<file path="src/tx_frame_timing_defines.svh">
// constants for the transmit framing and timing block
`ifndef TX_FRAME_TIMING_DEFINES_SVH
`define TX_FRAME_TIMING_DEFINES_SVH

// ==========================================================================
// register indices (byte address = index * 4)
`define IDX_BURST 10'h030
`define IDX_WAIT_CTRL 10'h031
`define IDX_WAIT_LOW 10'h032
`define IDX_FRAME 10'h033
`define IDX_CONTROL 10'h038
`define IDX_STATUS 10'h039
`define IDX_RX_DATA 10'h03A

// ==========================================================================
// reset values and writable masks
`define BURST_RST 8'h00
`define WAIT_CTRL_RST 8'hC0
`define WAIT_LOW_RST 8'h00
`define FRAME_RST 8'h00
`define CONTROL_RST 8'h00
`define BURST_MASK 8'h77
`define FRAME_MASK 8'hCF
`define CONTROL_MASK 8'h0F

// ==========================================================================
// field positions
`define SYM_ONE_LSB 4
`define SYM_ZERO_LSB 0
`define WAIT_START_BIT 7
`define WAIT_UNIT_BIT 6
`define WAIT_HI_LSB 3
`define STOP_LEN_LSB 0
`define TX_PAR_BIT 7
`define RX_PAR_BIT 6
`define STOP_SYM_LSB 2
`define START_SYM_LSB 0
`define TYPE_B_BIT 0
`define BURST_LEVEL_BIT 1
`define RATE_LSB 2
`define ST_BUSY_BIT 0
`define ST_WAIT_BIT 1
`define ST_PAR_ERR_BIT 2
`define ST_OVF_BIT 3
`define ST_LEVEL_LSB 8

// ==========================================================================
// timing
`define CLK_KHZ 100000
`define CARRIER_KHZ 13560
`define WAIT_CARRIERS 16
`define WAIT_UNIT_CYC ((`WAIT_CARRIERS * `CLK_KHZ + `CARRIER_KHZ - 1) / `CARRIER_KHZ)
`define BASE_RATE_KHZ 106
`define BYTE_BITS_M1 9'h007

`endif

</file>
<file path="src/placeholder_none.sv">
// intentionally unused
`default_nettype none
`default_nettype wire

</file>
<file path="src/tx_frame_timing_pkg.sv">
// types shared by the transmit framing and timing block
`default_nettype none
package tx_frame_timing_pkg;
    // ======================================================================
    // transmit sequencer states
    typedef enum logic [3:0] {
        S_IDLE, S_START, S_LOAD, S_DATA, S_PARITY, S_STOP, S_EGT, S_END
    } tx_state_t;
    // ======================================================================
    // kind of element on the transmit bit stream
    typedef enum logic [1:0] {
        K_DATA, K_SYM0, K_SYM1, K_SYM2
    } tx_kind_t;
endpackage
`default_nettype wire

</file>
<file path="src/stream_fifo.sv">
// flip-flop fifo with valid/ready on both sides
`default_nettype none
module stream_fifo #(
    parameter int WIDTH = 8,
    parameter int DEPTH = 16
) (
    input wire logic pclk,
    input wire logic presetn,
    input wire logic ce,
    input wire logic in_valid,
    output logic in_ready,
    input wire logic [WIDTH-1:0] in_data,
    output logic out_valid,
    input wire logic out_ready,
    output logic [WIDTH-1:0] out_data,
    output logic [$clog2(DEPTH):0] level
);
    localparam int AW = $clog2(DEPTH);
    // ======================================================================
    // storage and pointers
    logic [WIDTH-1:0] mem_reg [DEPTH];
    logic [AW-1:0] wr_ptr_reg;
    logic [AW-1:0] rd_ptr_reg;
    logic [AW:0] count_reg;
    logic full_reg;
    logic empty_reg;
    wire push = ce && in_valid && !full_reg;
    wire pop = ce && out_ready && !empty_reg;
    wire [AW:0] count_next = count_reg + (AW+1)'(push) - (AW+1)'(pop);

    assign in_ready = !full_reg;
    assign out_valid = !empty_reg;
    assign out_data = mem_reg[rd_ptr_reg];
    assign level = count_reg;

    always_ff @(posedge pclk) begin
        if (push) begin
            mem_reg[wr_ptr_reg] <= in_data;
        end
    end

    // flags are registered so the top sees them straight from flops
    always_ff @(posedge pclk or negedge presetn) begin
        if (!presetn) begin
            wr_ptr_reg <= '0;
            rd_ptr_reg <= '0;
            count_reg <= '0;
            full_reg <= 1'b0;
            empty_reg <= 1'b1;
        end else begin
            if (push) begin
                wr_ptr_reg <= (wr_ptr_reg == AW'(DEPTH - 1)) ? '0 : wr_ptr_reg + 1'b1;
            end
            if (pop) begin
                rd_ptr_reg <= (rd_ptr_reg == AW'(DEPTH - 1)) ? '0 : rd_ptr_reg + 1'b1;
            end
            count_reg <= count_next;
            full_reg <= (count_next == (AW+1)'(DEPTH));
            empty_reg <= (count_next == '0);
        end
    end
endmodule
`default_nettype wire

</file>
<file path="src/tx_frame_timing_config.sv">
// transmit framing, guard wait and parity block with apb registers
//
// Decided for this implementation: the APB register port.
`include "tx_frame_timing_defines.svh"
`default_nettype none
module tx_frame_timing_config
    import tx_frame_timing_pkg::*;
#(
    parameter int ADDR_W = 12,
    parameter int FIFO_DEPTH = 16
) (
    input wire logic pclk,
    input wire logic presetn,
    input wire logic ce,
    input wire logic psel,
    input wire logic penable,
    input wire logic pwrite,
    input wire logic [ADDR_W-1:0] paddr,
    input wire logic [31:0] pwdata,
    input wire logic [3:0] pstrb,
    output logic [31:0] prdata_reg,
    output logic pready_reg,
    output logic pslverr_reg,
    input wire logic [7:0] tx_data,
    input wire logic tx_valid,
    input wire logic tx_last,
    output logic tx_ready_reg,
    output logic tx_bit_reg,
    output logic tx_strobe_reg,
    output logic [1:0] tx_kind_reg,
    output logic tx_active_reg,
    input wire logic rx_bit,
    input wire logic rx_bit_valid,
    input wire logic rx_end,
    output logic rx_ready
);
    // ======================================================================
    // helpers
    function automatic logic [8:0] burst_bits(input logic [2:0] code);
        logic [8:0] n;
        unique case (code)
            3'h0: n = 9'h008;
            3'h1: n = 9'h010;
            3'h2: n = 9'h020;
            3'h3: n = 9'h030;
            3'h4: n = 9'h040;
            3'h5: n = 9'h060;
            3'h6: n = 9'h080;
            3'h7: n = 9'h100;
        endcase
        return n;
    endfunction

    function automatic logic [9:0] half_bit_cyc(input logic [1:0] code);
        int r;
        r = `BASE_RATE_KHZ << code;
        return 10'((`CLK_KHZ + 2 * r - 1) / (2 * r));
    endfunction

    // ======================================================================
    // registers
    logic [7:0] burst_reg;
    logic [7:0] wait_ctrl_reg;
    logic [7:0] wait_low_reg;
    logic [7:0] frame_reg;
    logic [7:0] control_reg;
    logic par_err_reg;
    logic ovf_reg;

    wire [2:0] symbol_one_burst_length = burst_reg[`SYM_ONE_LSB +: 3];
    wire [2:0] symbol_zero_burst_length = burst_reg[`SYM_ZERO_LSB +: 3];
    wire wait_start_select = wait_ctrl_reg[`WAIT_START_BIT];
    wire wait_unit_select = wait_ctrl_reg[`WAIT_UNIT_BIT];
    wire [2:0] wait_upper_bits = wait_ctrl_reg[`WAIT_HI_LSB +: 3];
    wire [2:0] stop_length_field = wait_ctrl_reg[`STOP_LEN_LSB +: 3];
    wire [10:0] guard_wait_value = {wait_upper_bits, wait_low_reg};
    wire transmit_parity_enable = frame_reg[`TX_PAR_BIT];
    wire receive_parity_enable = frame_reg[`RX_PAR_BIT];
    wire [1:0] stop_symbol_select = frame_reg[`STOP_SYM_LSB +: 2];
    wire [1:0] start_symbol_select = frame_reg[`START_SYM_LSB +: 2];
    wire type_b_mode = control_reg[`TYPE_B_BIT];
    wire burst_level_control = control_reg[`BURST_LEVEL_BIT];
    wire [1:0] transmit_bit_rate = control_reg[`RATE_LSB +: 2];

    // ======================================================================
    // apb decode
    wire [ADDR_W-3:0] idx = paddr[ADDR_W-1:2];
    wire setup = psel && !penable;
    wire acc_done = psel && penable && pready_reg;
    wire wr_en = acc_done && pwrite && pstrb[0];
    wire hit_burst = (idx == `IDX_BURST);
    wire hit_wait_ctrl = (idx == `IDX_WAIT_CTRL);
    wire hit_wait_low = (idx == `IDX_WAIT_LOW);
    wire hit_frame = (idx == `IDX_FRAME);
    wire hit_control = (idx == `IDX_CONTROL);
    wire hit_status = (idx == `IDX_STATUS);
    wire hit_rx_data = (idx == `IDX_RX_DATA);
    wire hit = hit_burst || hit_wait_ctrl || hit_wait_low || hit_frame
        || hit_control || hit_status || hit_rx_data;

    // ======================================================================
    // receive fifo
    logic fifo_out_valid;
    logic [7:0] fifo_out_data;
    logic [$clog2(FIFO_DEPTH):0] fifo_level;
    logic [7:0] fifo_in_data;
    logic rx_push;
    wire fifo_pop = acc_done && !pwrite && hit_rx_data && fifo_out_valid;

    stream_fifo #(
        .WIDTH(8),
        .DEPTH(FIFO_DEPTH)
    ) rx_fifo (
        .pclk(pclk),
        .presetn(presetn),
        .ce(ce),
        .in_valid(rx_push),
        .in_ready(rx_ready),
        .in_data(fifo_in_data),
        .out_valid(fifo_out_valid),
        .out_ready(fifo_pop),
        .out_data(fifo_out_data),
        .level(fifo_level)
    );

    // ======================================================================
    // transmit sequencer signals
    tx_state_t state_reg;
    tx_state_t state_next;
    logic [8:0] sym_left_reg;
    logic [8:0] len_next;
    logic [1:0] sym_code_reg;
    logic [1:0] code_next;
    logic [10:0] bit_timer_reg;
    logic [7:0] byte_reg;
    logic last_reg;
    logic done_evt;
    logic [10:0] wait_cnt_reg;
    logic [9:0] unit_cnt_reg;

    wire wait_done = (wait_cnt_reg == 11'h000);
    wire busy = (state_reg != S_IDLE);

    // ======================================================================
    // status and read mux
    wire [31:0] status_word = {19'h00000, 5'(fifo_level), 4'h0, ovf_reg, par_err_reg,
        !wait_done, busy};
    wire [7:0] rd_byte = hit_burst ? burst_reg
        : hit_wait_ctrl ? wait_ctrl_reg
        : hit_wait_low ? wait_low_reg
        : hit_frame ? frame_reg
        : hit_control ? control_reg
        : hit_rx_data ? (fifo_out_valid ? fifo_out_data : 8'h00)
        : 8'h00;
    wire [31:0] rd_word = hit_status ? status_word : {24'h000000, rd_byte};

    // answer in the first access cycle; reads sample at setup
    always_ff @(posedge pclk or negedge presetn) begin
        if (!presetn) begin
            pready_reg <= 1'b0;
            pslverr_reg <= 1'b0;
            prdata_reg <= 32'h00000000;
        end else if (ce) begin
            pready_reg <= setup;
            pslverr_reg <= setup && !hit;
            prdata_reg <= (setup && !pwrite) ? rd_word : prdata_reg;
        end
    end

    // reserved positions are masked off on write
    always_ff @(posedge pclk or negedge presetn) begin
        if (!presetn) begin
            burst_reg <= `BURST_RST;
            wait_ctrl_reg <= `WAIT_CTRL_RST;
            wait_low_reg <= `WAIT_LOW_RST;
            frame_reg <= `FRAME_RST;
            control_reg <= `CONTROL_RST;
        end else if (ce && wr_en) begin
            if (hit_burst) burst_reg <= pwdata[7:0] & `BURST_MASK;
            if (hit_wait_ctrl) wait_ctrl_reg <= pwdata[7:0];
            if (hit_wait_low) wait_low_reg <= pwdata[7:0];
            if (hit_frame) frame_reg <= pwdata[7:0] & `FRAME_MASK;
            if (hit_control) control_reg <= pwdata[7:0] & `CONTROL_MASK;
        end
    end

    // ======================================================================
    // guard wait timer
    wire [9:0] unit_len = wait_unit_select ? half_bit_cyc(transmit_bit_rate)
        : 10'(`WAIT_UNIT_CYC);
    wire wait_trig = (done_evt && !wait_start_select) || (rx_end && wait_start_select);

    always_ff @(posedge pclk or negedge presetn) begin
        if (!presetn) begin
            wait_cnt_reg <= 11'h000;
            unit_cnt_reg <= 10'h000;
        end else if (ce) begin
            if (wait_trig) begin
                wait_cnt_reg <= guard_wait_value;
                unit_cnt_reg <= unit_len - 10'h001;
            end else if (!wait_done) begin
                unit_cnt_reg <= (unit_cnt_reg == 10'h000) ? unit_len - 10'h001
                    : unit_cnt_reg - 10'h001;
                if (unit_cnt_reg == 10'h000) wait_cnt_reg <= wait_cnt_reg - 11'h001;
            end
        end
    end

    // ======================================================================
    // transmit sequencer
    wire timed = busy && (state_reg != S_LOAD);
    wire [10:0] bit_period = {half_bit_cyc(transmit_bit_rate), 1'b0};
    wire bit_tick = timed && (bit_timer_reg == 11'h000);
    wire adv = bit_tick && (sym_left_reg == 9'h000);
    // symbol 2 is a single bit; symbols 0 and 1 are programmed bursts
    wire [8:0] start_len = (start_symbol_select == 2'h1) ? burst_bits(symbol_zero_burst_length)
        : (start_symbol_select == 2'h2) ? burst_bits(symbol_one_burst_length) : 9'h001;
    wire [8:0] stop_len = (stop_symbol_select == 2'h1) ? burst_bits(symbol_zero_burst_length)
        : (stop_symbol_select == 2'h2) ? burst_bits(symbol_one_burst_length) : 9'h001;
    wire go = tx_valid && wait_done && !wait_trig;

    always_comb begin
        logic char_end;
        logic after;
        char_end = 1'b0;
        after = 1'b0;
        state_next = state_reg;
        len_next = (bit_tick && sym_left_reg != 9'h000) ? sym_left_reg - 9'h001 : sym_left_reg;
        code_next = sym_code_reg;
        done_evt = 1'b0;
        unique case (state_reg)
            S_IDLE: begin
                if (go && start_symbol_select != 2'h0) begin
                    state_next = S_START;
                    code_next = start_symbol_select;
                    len_next = start_len - 9'h001;
                end else if (go) begin
                    state_next = S_LOAD;
                end
            end
            S_START: begin
                if (adv) state_next = S_LOAD;
            end
            S_LOAD: begin
                if (tx_valid && tx_ready_reg) begin
                    state_next = S_DATA;
                    len_next = `BYTE_BITS_M1;
                end
            end
            S_DATA: begin
                if (adv && transmit_parity_enable) begin
                    state_next = S_PARITY;
                    len_next = 9'h000;
                end else if (adv) begin
                    char_end = 1'b1;
                end
            end
            S_PARITY: begin
                if (adv) char_end = 1'b1;
            end
            S_STOP: begin
                if (adv && stop_length_field > 3'h1) begin
                    state_next = S_EGT;
                    len_next = 9'(stop_length_field - 3'h2);
                end else if (adv) begin
                    after = 1'b1;
                end
            end
            S_EGT: begin
                if (adv) after = 1'b1;
            end
            S_END: begin
                if (adv) begin
                    state_next = S_IDLE;
                    done_evt = 1'b1;
                end
            end
        endcase
        if (char_end && type_b_mode && stop_length_field != 3'h0) begin
            state_next = S_STOP;
            len_next = 9'h000;
        end else if (char_end) begin
            after = 1'b1;
        end
        if (after && !last_reg) begin
            state_next = S_LOAD;
        end else if (after && stop_symbol_select != 2'h0) begin
            state_next = S_END;
            code_next = stop_symbol_select;
            len_next = stop_len - 9'h001;
        end else if (after) begin
            state_next = S_IDLE;
            done_evt = 1'b1;
        end
    end

    // bit value of the element being sent
    wire sym_bit = (sym_code_reg == 2'h3) ? !burst_level_control : burst_level_control;
    wire data_bit = byte_reg[3'(4'h7 - 4'(sym_left_reg[2:0]))];
    wire parity_bit = ~^byte_reg;
    wire bit_now = (state_reg == S_DATA) ? data_bit
        : (state_reg == S_PARITY) ? parity_bit
        : (state_reg == S_START || state_reg == S_END) ? sym_bit
        : 1'b1;
    wire in_sym = (state_reg == S_START) || (state_reg == S_END);

    always_ff @(posedge pclk or negedge presetn) begin
        if (!presetn) begin
            state_reg <= S_IDLE;
            sym_left_reg <= 9'h000;
            sym_code_reg <= 2'h0;
            bit_timer_reg <= 11'h000;
        end else if (ce) begin
            state_reg <= state_next;
            sym_left_reg <= len_next;
            sym_code_reg <= code_next;
            bit_timer_reg <= (timed && !bit_tick) ? bit_timer_reg - 11'h001
                : bit_period - 11'h001;
        end
    end

    always_ff @(posedge pclk or negedge presetn) begin
        if (!presetn) begin
            byte_reg <= 8'h00;
            last_reg <= 1'b0;
            tx_ready_reg <= 1'b0;
            tx_bit_reg <= 1'b1;
            tx_strobe_reg <= 1'b0;
            tx_kind_reg <= 2'h0;
            tx_active_reg <= 1'b0;
        end else if (ce) begin
            if (tx_valid && tx_ready_reg) begin
                byte_reg <= tx_data;
                last_reg <= tx_last;
            end
            tx_ready_reg <= (state_next == S_LOAD);
            tx_bit_reg <= bit_now;
            tx_strobe_reg <= bit_tick;
            tx_kind_reg <= in_sym ? sym_code_reg : 2'h0;
            tx_active_reg <= timed;
        end
    end

    // ======================================================================
    // receive deframer
    logic [3:0] rx_cnt_reg;
    logic [8:0] rx_shift_reg;
    wire [3:0] rx_need = receive_parity_enable ? 4'h8 : 4'h7;
    wire rx_last = rx_bit_valid && (rx_cnt_reg == rx_need);
    wire rx_par_bad = receive_parity_enable && rx_last && (rx_bit == ^rx_shift_reg[7:0]);
    // parity never reaches the fifo, only the eight data bits
    assign fifo_in_data = receive_parity_enable ? rx_shift_reg[7:0]
        : {rx_bit, rx_shift_reg[6:0]};
    assign rx_push = rx_last;
    wire sts_clear = wr_en && hit_status;

    always_ff @(posedge pclk or negedge presetn) begin
        if (!presetn) begin
            rx_cnt_reg <= 4'h0;
            rx_shift_reg <= 9'h000;
            par_err_reg <= 1'b0;
            ovf_reg <= 1'b0;
        end else if (ce) begin
            if (rx_end || rx_last) rx_cnt_reg <= 4'h0;
            else if (rx_bit_valid) rx_cnt_reg <= rx_cnt_reg + 4'h1;
            if (rx_bit_valid) rx_shift_reg[rx_cnt_reg] <= rx_bit;
            // a new event beats a clear in the same cycle
            par_err_reg <= rx_par_bad || (par_err_reg
                && !(sts_clear && pwdata[`ST_PAR_ERR_BIT]));
            ovf_reg <= (rx_push && !rx_ready) || (ovf_reg && !(sts_clear && pwdata[`ST_OVF_BIT]));
        end
    end
endmodule
`default_nettype wire

</file>
<file path="config.mk">
export PLATFORM = sky130hd
export DESIGN_NAME = tx_frame_timing_config
export DESIGN_NICKNAME = d
export VERILOG_FILES = /design/src/placeholder_none.sv /design/src/tx_frame_timing_pkg.sv /design/src/stream_fifo.sv /design/src/tx_frame_timing_config.sv
export VERILOG_INCLUDE_DIRS = /design/src
export SDC_FILE = /design/constraint.sdc
export NUM_CORES = 1
export LEC_CHECK = 0
export BUFFER_PORTS_ARGS = -buffer_cell sky130_fd_sc_hd__buf_4
export CORE_UTILIZATION = 50
export CTS_BUF_LIST = sky130_fd_sc_hd__clkbuf_4
export DETAILED_ROUTE_END_ITERATION = 12
export PLACE_DENSITY = 0.71
export SLEW_MARGIN = 20
export SYNTH_ARGS = -nofsm -noshare
export SYNTH_HDL_FRONTEND = slang
export SYNTH_HIERARCHICAL = 1
export SYNTH_SLANG_ARGS = --single-unit
</file>
<file path="constraint.sdc">
create_clock -name pclk -period 5.93 [get_ports pclk]
set_clock_uncertainty 0.2 [all_clocks]
set_input_delay 0.8895 -clock pclk [delete_from_list [all_inputs] [get_ports pclk]]
set_output_delay 0.8895 -clock pclk [all_outputs]
set_load 0.01 [all_outputs]
</file>
# Word level (Yosys, flattened, before mapping)
# Memories as Yosys holds them, arrays and structs flattened.
# Index checks and enable logic that the tools add are counted.
[word_totals]
regBits = 158
ram_bits = 128
romBits = 192
input_bits = 67
wordCells = 251
mem_count = 5
[mem_list]
columns = ["name", "depth", "width", "rd", "rd_ports_with_merged_regs", "wr", "line_no", "source"]
rows = [
  ["rx_fifo.mem_reg", 16, 8, 1, 0, 1, "stream_fifo.sv:21", "logic [WIDTH-1:0] mem_reg [DEPTH];"],
  ["(name not given)", 8, 6, 1, 0, 0, "tx_frame_timing_config.sv:41", "unique case (code)"],
  ["(name not given)", 8, 6, 1, 0, 0, "tx_frame_timing_config.sv:41", ""],
  ["(name not given)", 8, 6, 1, 0, 0, "tx_frame_timing_config.sv:41", ""],
  ["(name not given)", 8, 6, 1, 0, 0, "tx_frame_timing_config.sv:41", ""],
]
[classes]
n_addsub = 17
div_mod_pow = 1
n_lt_le_gt_ge = 4
n_eq_ne = 27
shifts = 1
n_mux = 74
n_reduce_logical = 92
[ops]
columns = ["op", "n"]
rows = [
  ["2-to-1 mux 9 bit", 12],
  ["equality test 10 x 6 -> 1 bit, second input constant", 7],
  ["2-to-1 mux 4 bit", 16],
  ["2-to-1 mux 8 bit", 8],
  ["2-to-1 mux 11 bit", 4],
  ["logical AND 1 bit", 42],
  ["2-to-1 mux 10 bit", 4],
  ["one-hot mux 9 bit (4 select lines)", 1],
  ["subtractor 11 x 1 -> 11 bit, second input constant", 3],
  ["adder 18 x 32 -> 32 bit, first input constant", 1],
  ["divider 32 x 32 -> 32 bit", 1],
  ["subtractor 32 x 2 -> 32 bit, second input constant", 1],
  ["<< shifter 7 x 2 -> 31 bit, first input constant", 1],
  ["subtractor 9 x 1 -> 9 bit, second input constant", 3],
  ["one-hot mux 4 bit (6 select lines)", 1],
  ["zero test 11 bit", 2],
  ["AND reduction 2 bit", 10],
  ["subtractor 10 x 1 -> 10 bit, second input constant", 2],
  ["2-to-1 mux 1 bit", 17],
  ["equality test 4 x 3 -> 1 bit, second input constant", 4],
  ["zero test 1 bit", 13],
  ["2-to-1 mux 13 bit", 1],
  ["adder 4 x 1 -> 4 bit, second input constant", 3],
  ["equality test 4 x 2 -> 1 bit, second input constant", 3],
  ["other kinds (34)", 56],
]

# Longest topological paths before layout
[logic_depth]
word_depth = 25
depth_mapped = 27
mapped_depth_nobuf = 26

# By module
# The synthesis kept the hierarchy.
[modules_own_cells]
columns = ["module", "instances", "cells_each", "area_each_um2", "seq_area_each_um2"]
rows = [
  ["tx_frame_timing_config", 1, 1025, 9161.3, 3081.7],
  ["stream_fifo", 1, 317, 5835.6, 4220.3],
]

# Least setup slack after synthesis
# OpenSTA, ideal clock, no wires.
[synth_path]
kind = "register to register"
start = "reg control_reg[2]"
end = "reg unit_cnt_reg[8]"
arrival_time_ps = 5632
path_slack_ps = 4
stages_incl_launch_ff = 28
path_buffers = 1
cell_sequence = "dfrtp_1 inv_1 ha_1 buf_2 inv_1 ha_1 and2_0 o2111a_1 or2_2 and2_1 ha_1 nand2b_1 o211ai_1 a41oi_1 a21oi_1 ha_1 a31oi_1 o22ai_1 nor3_1 nor2b_1 ha_1 o21a_1 o21a_1 nor3_1 nand4b_1 nand4_1 o311a_1 a211oi_1"
[synth_via]
elab_chain_cells = 9
[synth_rtl]
columns = ["item", "line_no", "source"]
rows = [
  ["start, declared", "tx_frame_timing_config.sv:66", "logic [7:0] control_reg;"],
  ["start signal, assigned", "tx_frame_timing_config.sv:177", "control_reg <= `CONTROL_RST;"],
  ["start signal, assigned", "tx_frame_timing_config.sv:183", "if (hit_control) control_reg <= pwdata[7:0] & `CONTROL_MASK;"],
  ["<< shifter 7 x 2 -> 31 bit (no source line) (*)", "-", ""],
  ["adder 18 x 32 -> 32 bit (no source line)", "-", ""],
  ["subtractor 32 x 2 -> 32 bit (no source line)", "-", ""],
  ["divider 32 x 32 -> 32 bit (*)", "tx_frame_timing_config.sv:57", "return 10'((`CLK_KHZ + 2 * r - 1) / (2 * r));"],
  ["2-to-1 mux 10 bit (*)", "tx_frame_timing_config.sv:189", "wire [9:0] unit_len = wait_unit_select ? half_bit_cyc(transmit_bit_rate)"],
  ["subtractor 10 x 1 -> 10 bit (*)", "tx_frame_timing_config.sv:200, tx_frame_timing_config.sv:202", ""],
  ["2-to-1 mux 10 bit", "tx_frame_timing_config.sv:202", "unit_cnt_reg <= (unit_cnt_reg == 10'h000) ? unit_len - 10'h001"],
  ["2-to-1 mux 10 bit", "tx_frame_timing_config.sv:201", "end else if (!wait_done) begin"],
  ["2-to-1 mux 10 bit (*)", "tx_frame_timing_config.sv:198", "if (wait_trig) begin"],
  ["end signal, assigned", "tx_frame_timing_config.sv:200", "unit_cnt_reg <= unit_len - 10'h001;"],
  ["end signal, assigned", "tx_frame_timing_config.sv:202", ""],
  ["end, declared", "tx_frame_timing_config.sv:139", "logic [9:0] unit_cnt_reg;"],
]
# Every way passes the cells marked *; elsewhere a longest branch is shown, timed or not. The select of a mux whose other input is x is not followed.
# A chain may end at the register's enable or synchronous reset.

# Worst setup path in the final report
[layout_path]
start = "reg control_reg[3]"
end = "reg bit_timer_reg[8]"
[layout_via]
elab_chain_cells = 6
[layout_rtl]
columns = ["item", "line_no", "source"]
rows = [
  ["<< shifter 7 x 2 -> 31 bit (no source line) (*)", "-", ""],
  ["adder 18 x 32 -> 32 bit (no source line)", "-", ""],
  ["subtractor 32 x 2 -> 32 bit (no source line)", "-", ""],
  ["divider 32 x 32 -> 32 bit (*)", "tx_frame_timing_config.sv:57", ""],
  ["subtractor 11 x 1 -> 11 bit (*)", "tx_frame_timing_config.sv:318", ": bit_period - 11'h001;"],
  ["2-to-1 mux 11 bit (*)", "tx_frame_timing_config.sv:317", "bit_timer_reg <= (timed && !bit_tick) ? bit_timer_reg - 11'h001"],
  ["end signal, assigned", "tx_frame_timing_config.sv:317", ""],
  ["end, declared", "tx_frame_timing_config.sv:134", "logic [10:0] bit_timer_reg;"],
]
# Every way passes the cells marked *; elsewhere a longest branch is shown, timed or not.

==> results.md <==
- Fin nets: about 1,600
- Die height: 175.2 µm
- Global-route wire length before repair: between 50 and 60 mm
- Via count: between 10,000 and 15,000
- WP data required: approximately 6.3 ns
- Util after Layout: a little under three fifths
- Largest area contributor in the netlist: edfxtp_1
- Crit. End Element: register
- Residual DRC: 0
- WHS: between 0.04 and 0.05 ns
- Fin crit period: 5.594 ns
- H-tree depth: 3
- Hold WC Path Type: input port to asynchronous set/reset pin
- Max Clock Freq: about 180 MHz
- RSZ-0062 raised after global routing: no
- Register area share after synthesis: around 49%
- Worst-margin pin slew: roughly 1.1 ns
- Final hold viol count: 0
- Crit path max-delay family: compound AO/OA/AOI/OAI gates
- Total grt overflow: 0
- Clk_lat worst skew: 0.72 ns
- TritonCTS Buffers: 74
- Synth Instances: ~1,300
- Initial antenna violation count: 2
- Slowest cell on crit path: dfrtp_1
- Final Max Tran Viols: 0
- Final setup fails: 0
- RD Place Congestion: just over 0.9
- VDD IR max: 0.2820 mV
- IO buf count: 59
- Final instance area: between 15,000 and 20,000 µm²
- Delay of the slowest critical-path stage: approximately 0.44 ns
- Ys flop type: dfrtp_1
- Maxcap violations: 0
- Buf/Inv on CP: 4
- Worst EP arrival: about 6 ns
- Max FFs per register: 128
- P_leak: 6.429 nW
- Pwr dens: roughly 320 nW/µm²
- Clock Pin Slew Worst Setup and Hold Paths: approximately 0.070 ns
- Final period util: 94.34%
- Post-route ant nets: 0
- Initial DRC count: between 1,000 and 1,500
- Critical path launch point type: register
- Reg2Reg Depth: 27
- Sum Neg Setup Slack: 0 ns
- Largest net degree at the start of global routing: 83
- Die Wd: between 150 and 200 µm
- Detailed placement HPWL: 25.32 mm
- Crit-path max FO: 6
- First-pass iteration count of the detailed router: 6
- CTS sink cnt: about 270
- Starting Density: 50.73%
- Full die area: 30,690 µm²
- Area grow syn2layout: 10.76%
- Routed wire length per instance: around 19 µm
- Site Rows: between 60 and 70
- Avg Cell Area, Syn: between 10 and 15 µm²
- Yosys reg bits: around 270
- Yosys top cell area share: around a quarter
- Register-to-register setup slack: about 0.34 ns
- Max clock buf depth: 3
- Critical Path Most Common Cell: ha_1
- Slew margin rel.: a little under a quarter
- CTS Root Cell: clkbuf_4
- Vias in the first global route: around 11,000
- Number of synthesized flops with an enable pin: 128
- I/O pin cnt: around 110
- Post-CTS setup buffers: 0
- Fillers: approximately 2,500
- Setup CP Type: register to register
- R2R Path End: bit_timer_reg[8]
- Async SR Flop Fraction: approximately 52%
- Ranking of synthesized cells by area: edfxtp_1 (26%), dfrtp_1 (22%), ha_1 (4.4%), mux2_2 (4.4%), mux4_2 (3.9%)
- Status: completed
- Worst setup path start: control_reg[3]
- Area of placed instances: between 15,000 and 20,000 µm²
- Total Routed Length: between 30 and 40 mm
- Synthesized area: between 10,000 and 15,000 µm²
- Worst reg2reg startpoint: control_reg[3]
- GRT Overall Usage: a little under a quarter
- CTS tree: yes
- Yosys warns: 6
- CORE AREA: between 20,000 and 30,000 µm²
- Vias per inst: roughly 6.0
- Layout cells sized above 1: 22.13%
- Netlist cell types: approximately 110
==> report_power, final <==
group | switching, mW | leakage [nW] | internal, mW | total [mW]
combinational | 0.541 | 2.94 | 0.516 | 1.06
clock | 0.779 | 0.565 | 0.926 | 1.70
sequential | 0.308 | 2.92 | 2.20 | 2.51
==> through the flow <==
step / power [mW] / cells / worst slack (ns)
6_report: 5.273 / 1876 / 0.3358
5_1_grt: 5.563 / 1874 / 0.01405
4_1_cts: 5.314 / 1872 / 0.2415
3_5_place_dp: 3.597 / 1746 / 0.2759
3_3_place_gp: 3.560 / 1746 / 0.3916
2_1_floorplan: 3.304 / 1362 / 0.004383
==> cells in the mapped netlist (13+ instances only) <==
library cell,count
and2_1,25
clkbuf_1,32
nor2b_1,21
o22ai_1,15
o21ai_1,24
nand4_1,18
edfxtp_1,128
nand2_1,100
nand2b_1,13
a21oi_1,58
nor4_1,17
inv_1,60
nor3_1,35
buf_2,14
o21ai_0,59
mux4_2,26
a22oi_1,20
nand3_1,36
nor2_1,68
buf_4,24
mux2i_1,35
ha_1,53
dfrtp_1,134
mux2_2,58
xnor2_1,31
==> cell families after synthesis <==
kind of cell	Yosys count	share of synthesized area, %
AND/OR/NAND/NOR	403	14.60
flip-flops	266	48.69
multiplexers	119	10.60
XOR/XNOR	43	2.511
other	2	0.05008
buffers and inverters	143	4.872
adder cells (fa/ha/maj)	55	4.622
AO/OA/AOI/OAI	311	14.06
==> layer usage <==
layer | vias up | GRT usage [%] | wire (µm)
met5 | - | 0 | 0
met4 | 0 | 8.623 | 930
met3 | 76 | 5.200 | 2671
met2 | 416 | 37.43 | 16790
met1 | 5448 | 32.91 | 16010
li1 | 5239 | - | -
==> what timing repair did <==
action | CTS | global route
gates resized for setup | 0 | 3
endpoints found under the setup margin | 0 | 4
hold buffers | 0 | 0
==> worst max path at each step <==
stage / endpoint / slack [ns] / depth (start not counted)
after floorplan: unit_cnt_reg[8] / 0.004 / 27
after global routing: bit_timer_reg[8] / 0.01 / 27
final: bit_timer_reg[8] / 0.34 / 27
after CTS: bit_timer_reg[8] / 0.24 / 27
after detailed placement: unit_cnt_reg[8] / 0.28 / 27
after global placement: bit_timer_reg[8] / 0.39 / 27
==> placed cells by master (no fill, tap or decap), types with 9 or more instances in the layout <==
cell type | synthesis | routed
nand2b_1 | 13 | 13
mux4_2 | 26 | 26
clkbuf_4 | 0 | 116
nand4_1 | 18 | 18
mux2i_1 | 35 | 35
nor2_1 | 68 | 68
o22ai_1 | 15 | 15
nor2b_1 | 21 | 21
a32oi_1 | 12 | 12
nand3_1 | 36 | 36
o21ai_0 | 59 | 59
and3_1 | 9 | 9
o21ai_1 | 24 | 24
buf_4 | 24 | 74
nor3_1 | 35 | 34
xnor2_1 | 31 | 31
inv_1 | 60 | 59
and2_1 | 25 | 25
conb_1 | 2 | 22
xor2_1 | 12 | 12
nand2_1 | 100 | 100
a22oi_1 | 20 | 20
a21o_1 | 11 | 11
dfrtp_1 | 134 | 133
nor4_1 | 17 | 16
edfxtp_1 | 128 | 128
mux2_2 | 58 | 58
ha_1 | 53 | 53
a31oi_1 | 12 | 12
a21oi_1 | 58 | 58
==> layout make-up <==
class | count | area, µm² | share of cell area (%)
sequential | 266 | 7303 | 43.97
multi-input combinational | 953 | 7058 | 42.49
clock buffer | 116 | 870.8 | 5.243
timing repair buffer | 75 | 566.8 | 3.412
tap | 390 | 488.0 | 2.938
inverter | 62 | 232.7 | 1.401
clock inverter | 10 | 81.33 | 0.4896
antenna | 4 | 10.01 | 0.06026
Note: power is estimated with default switching activity, not from simulation.
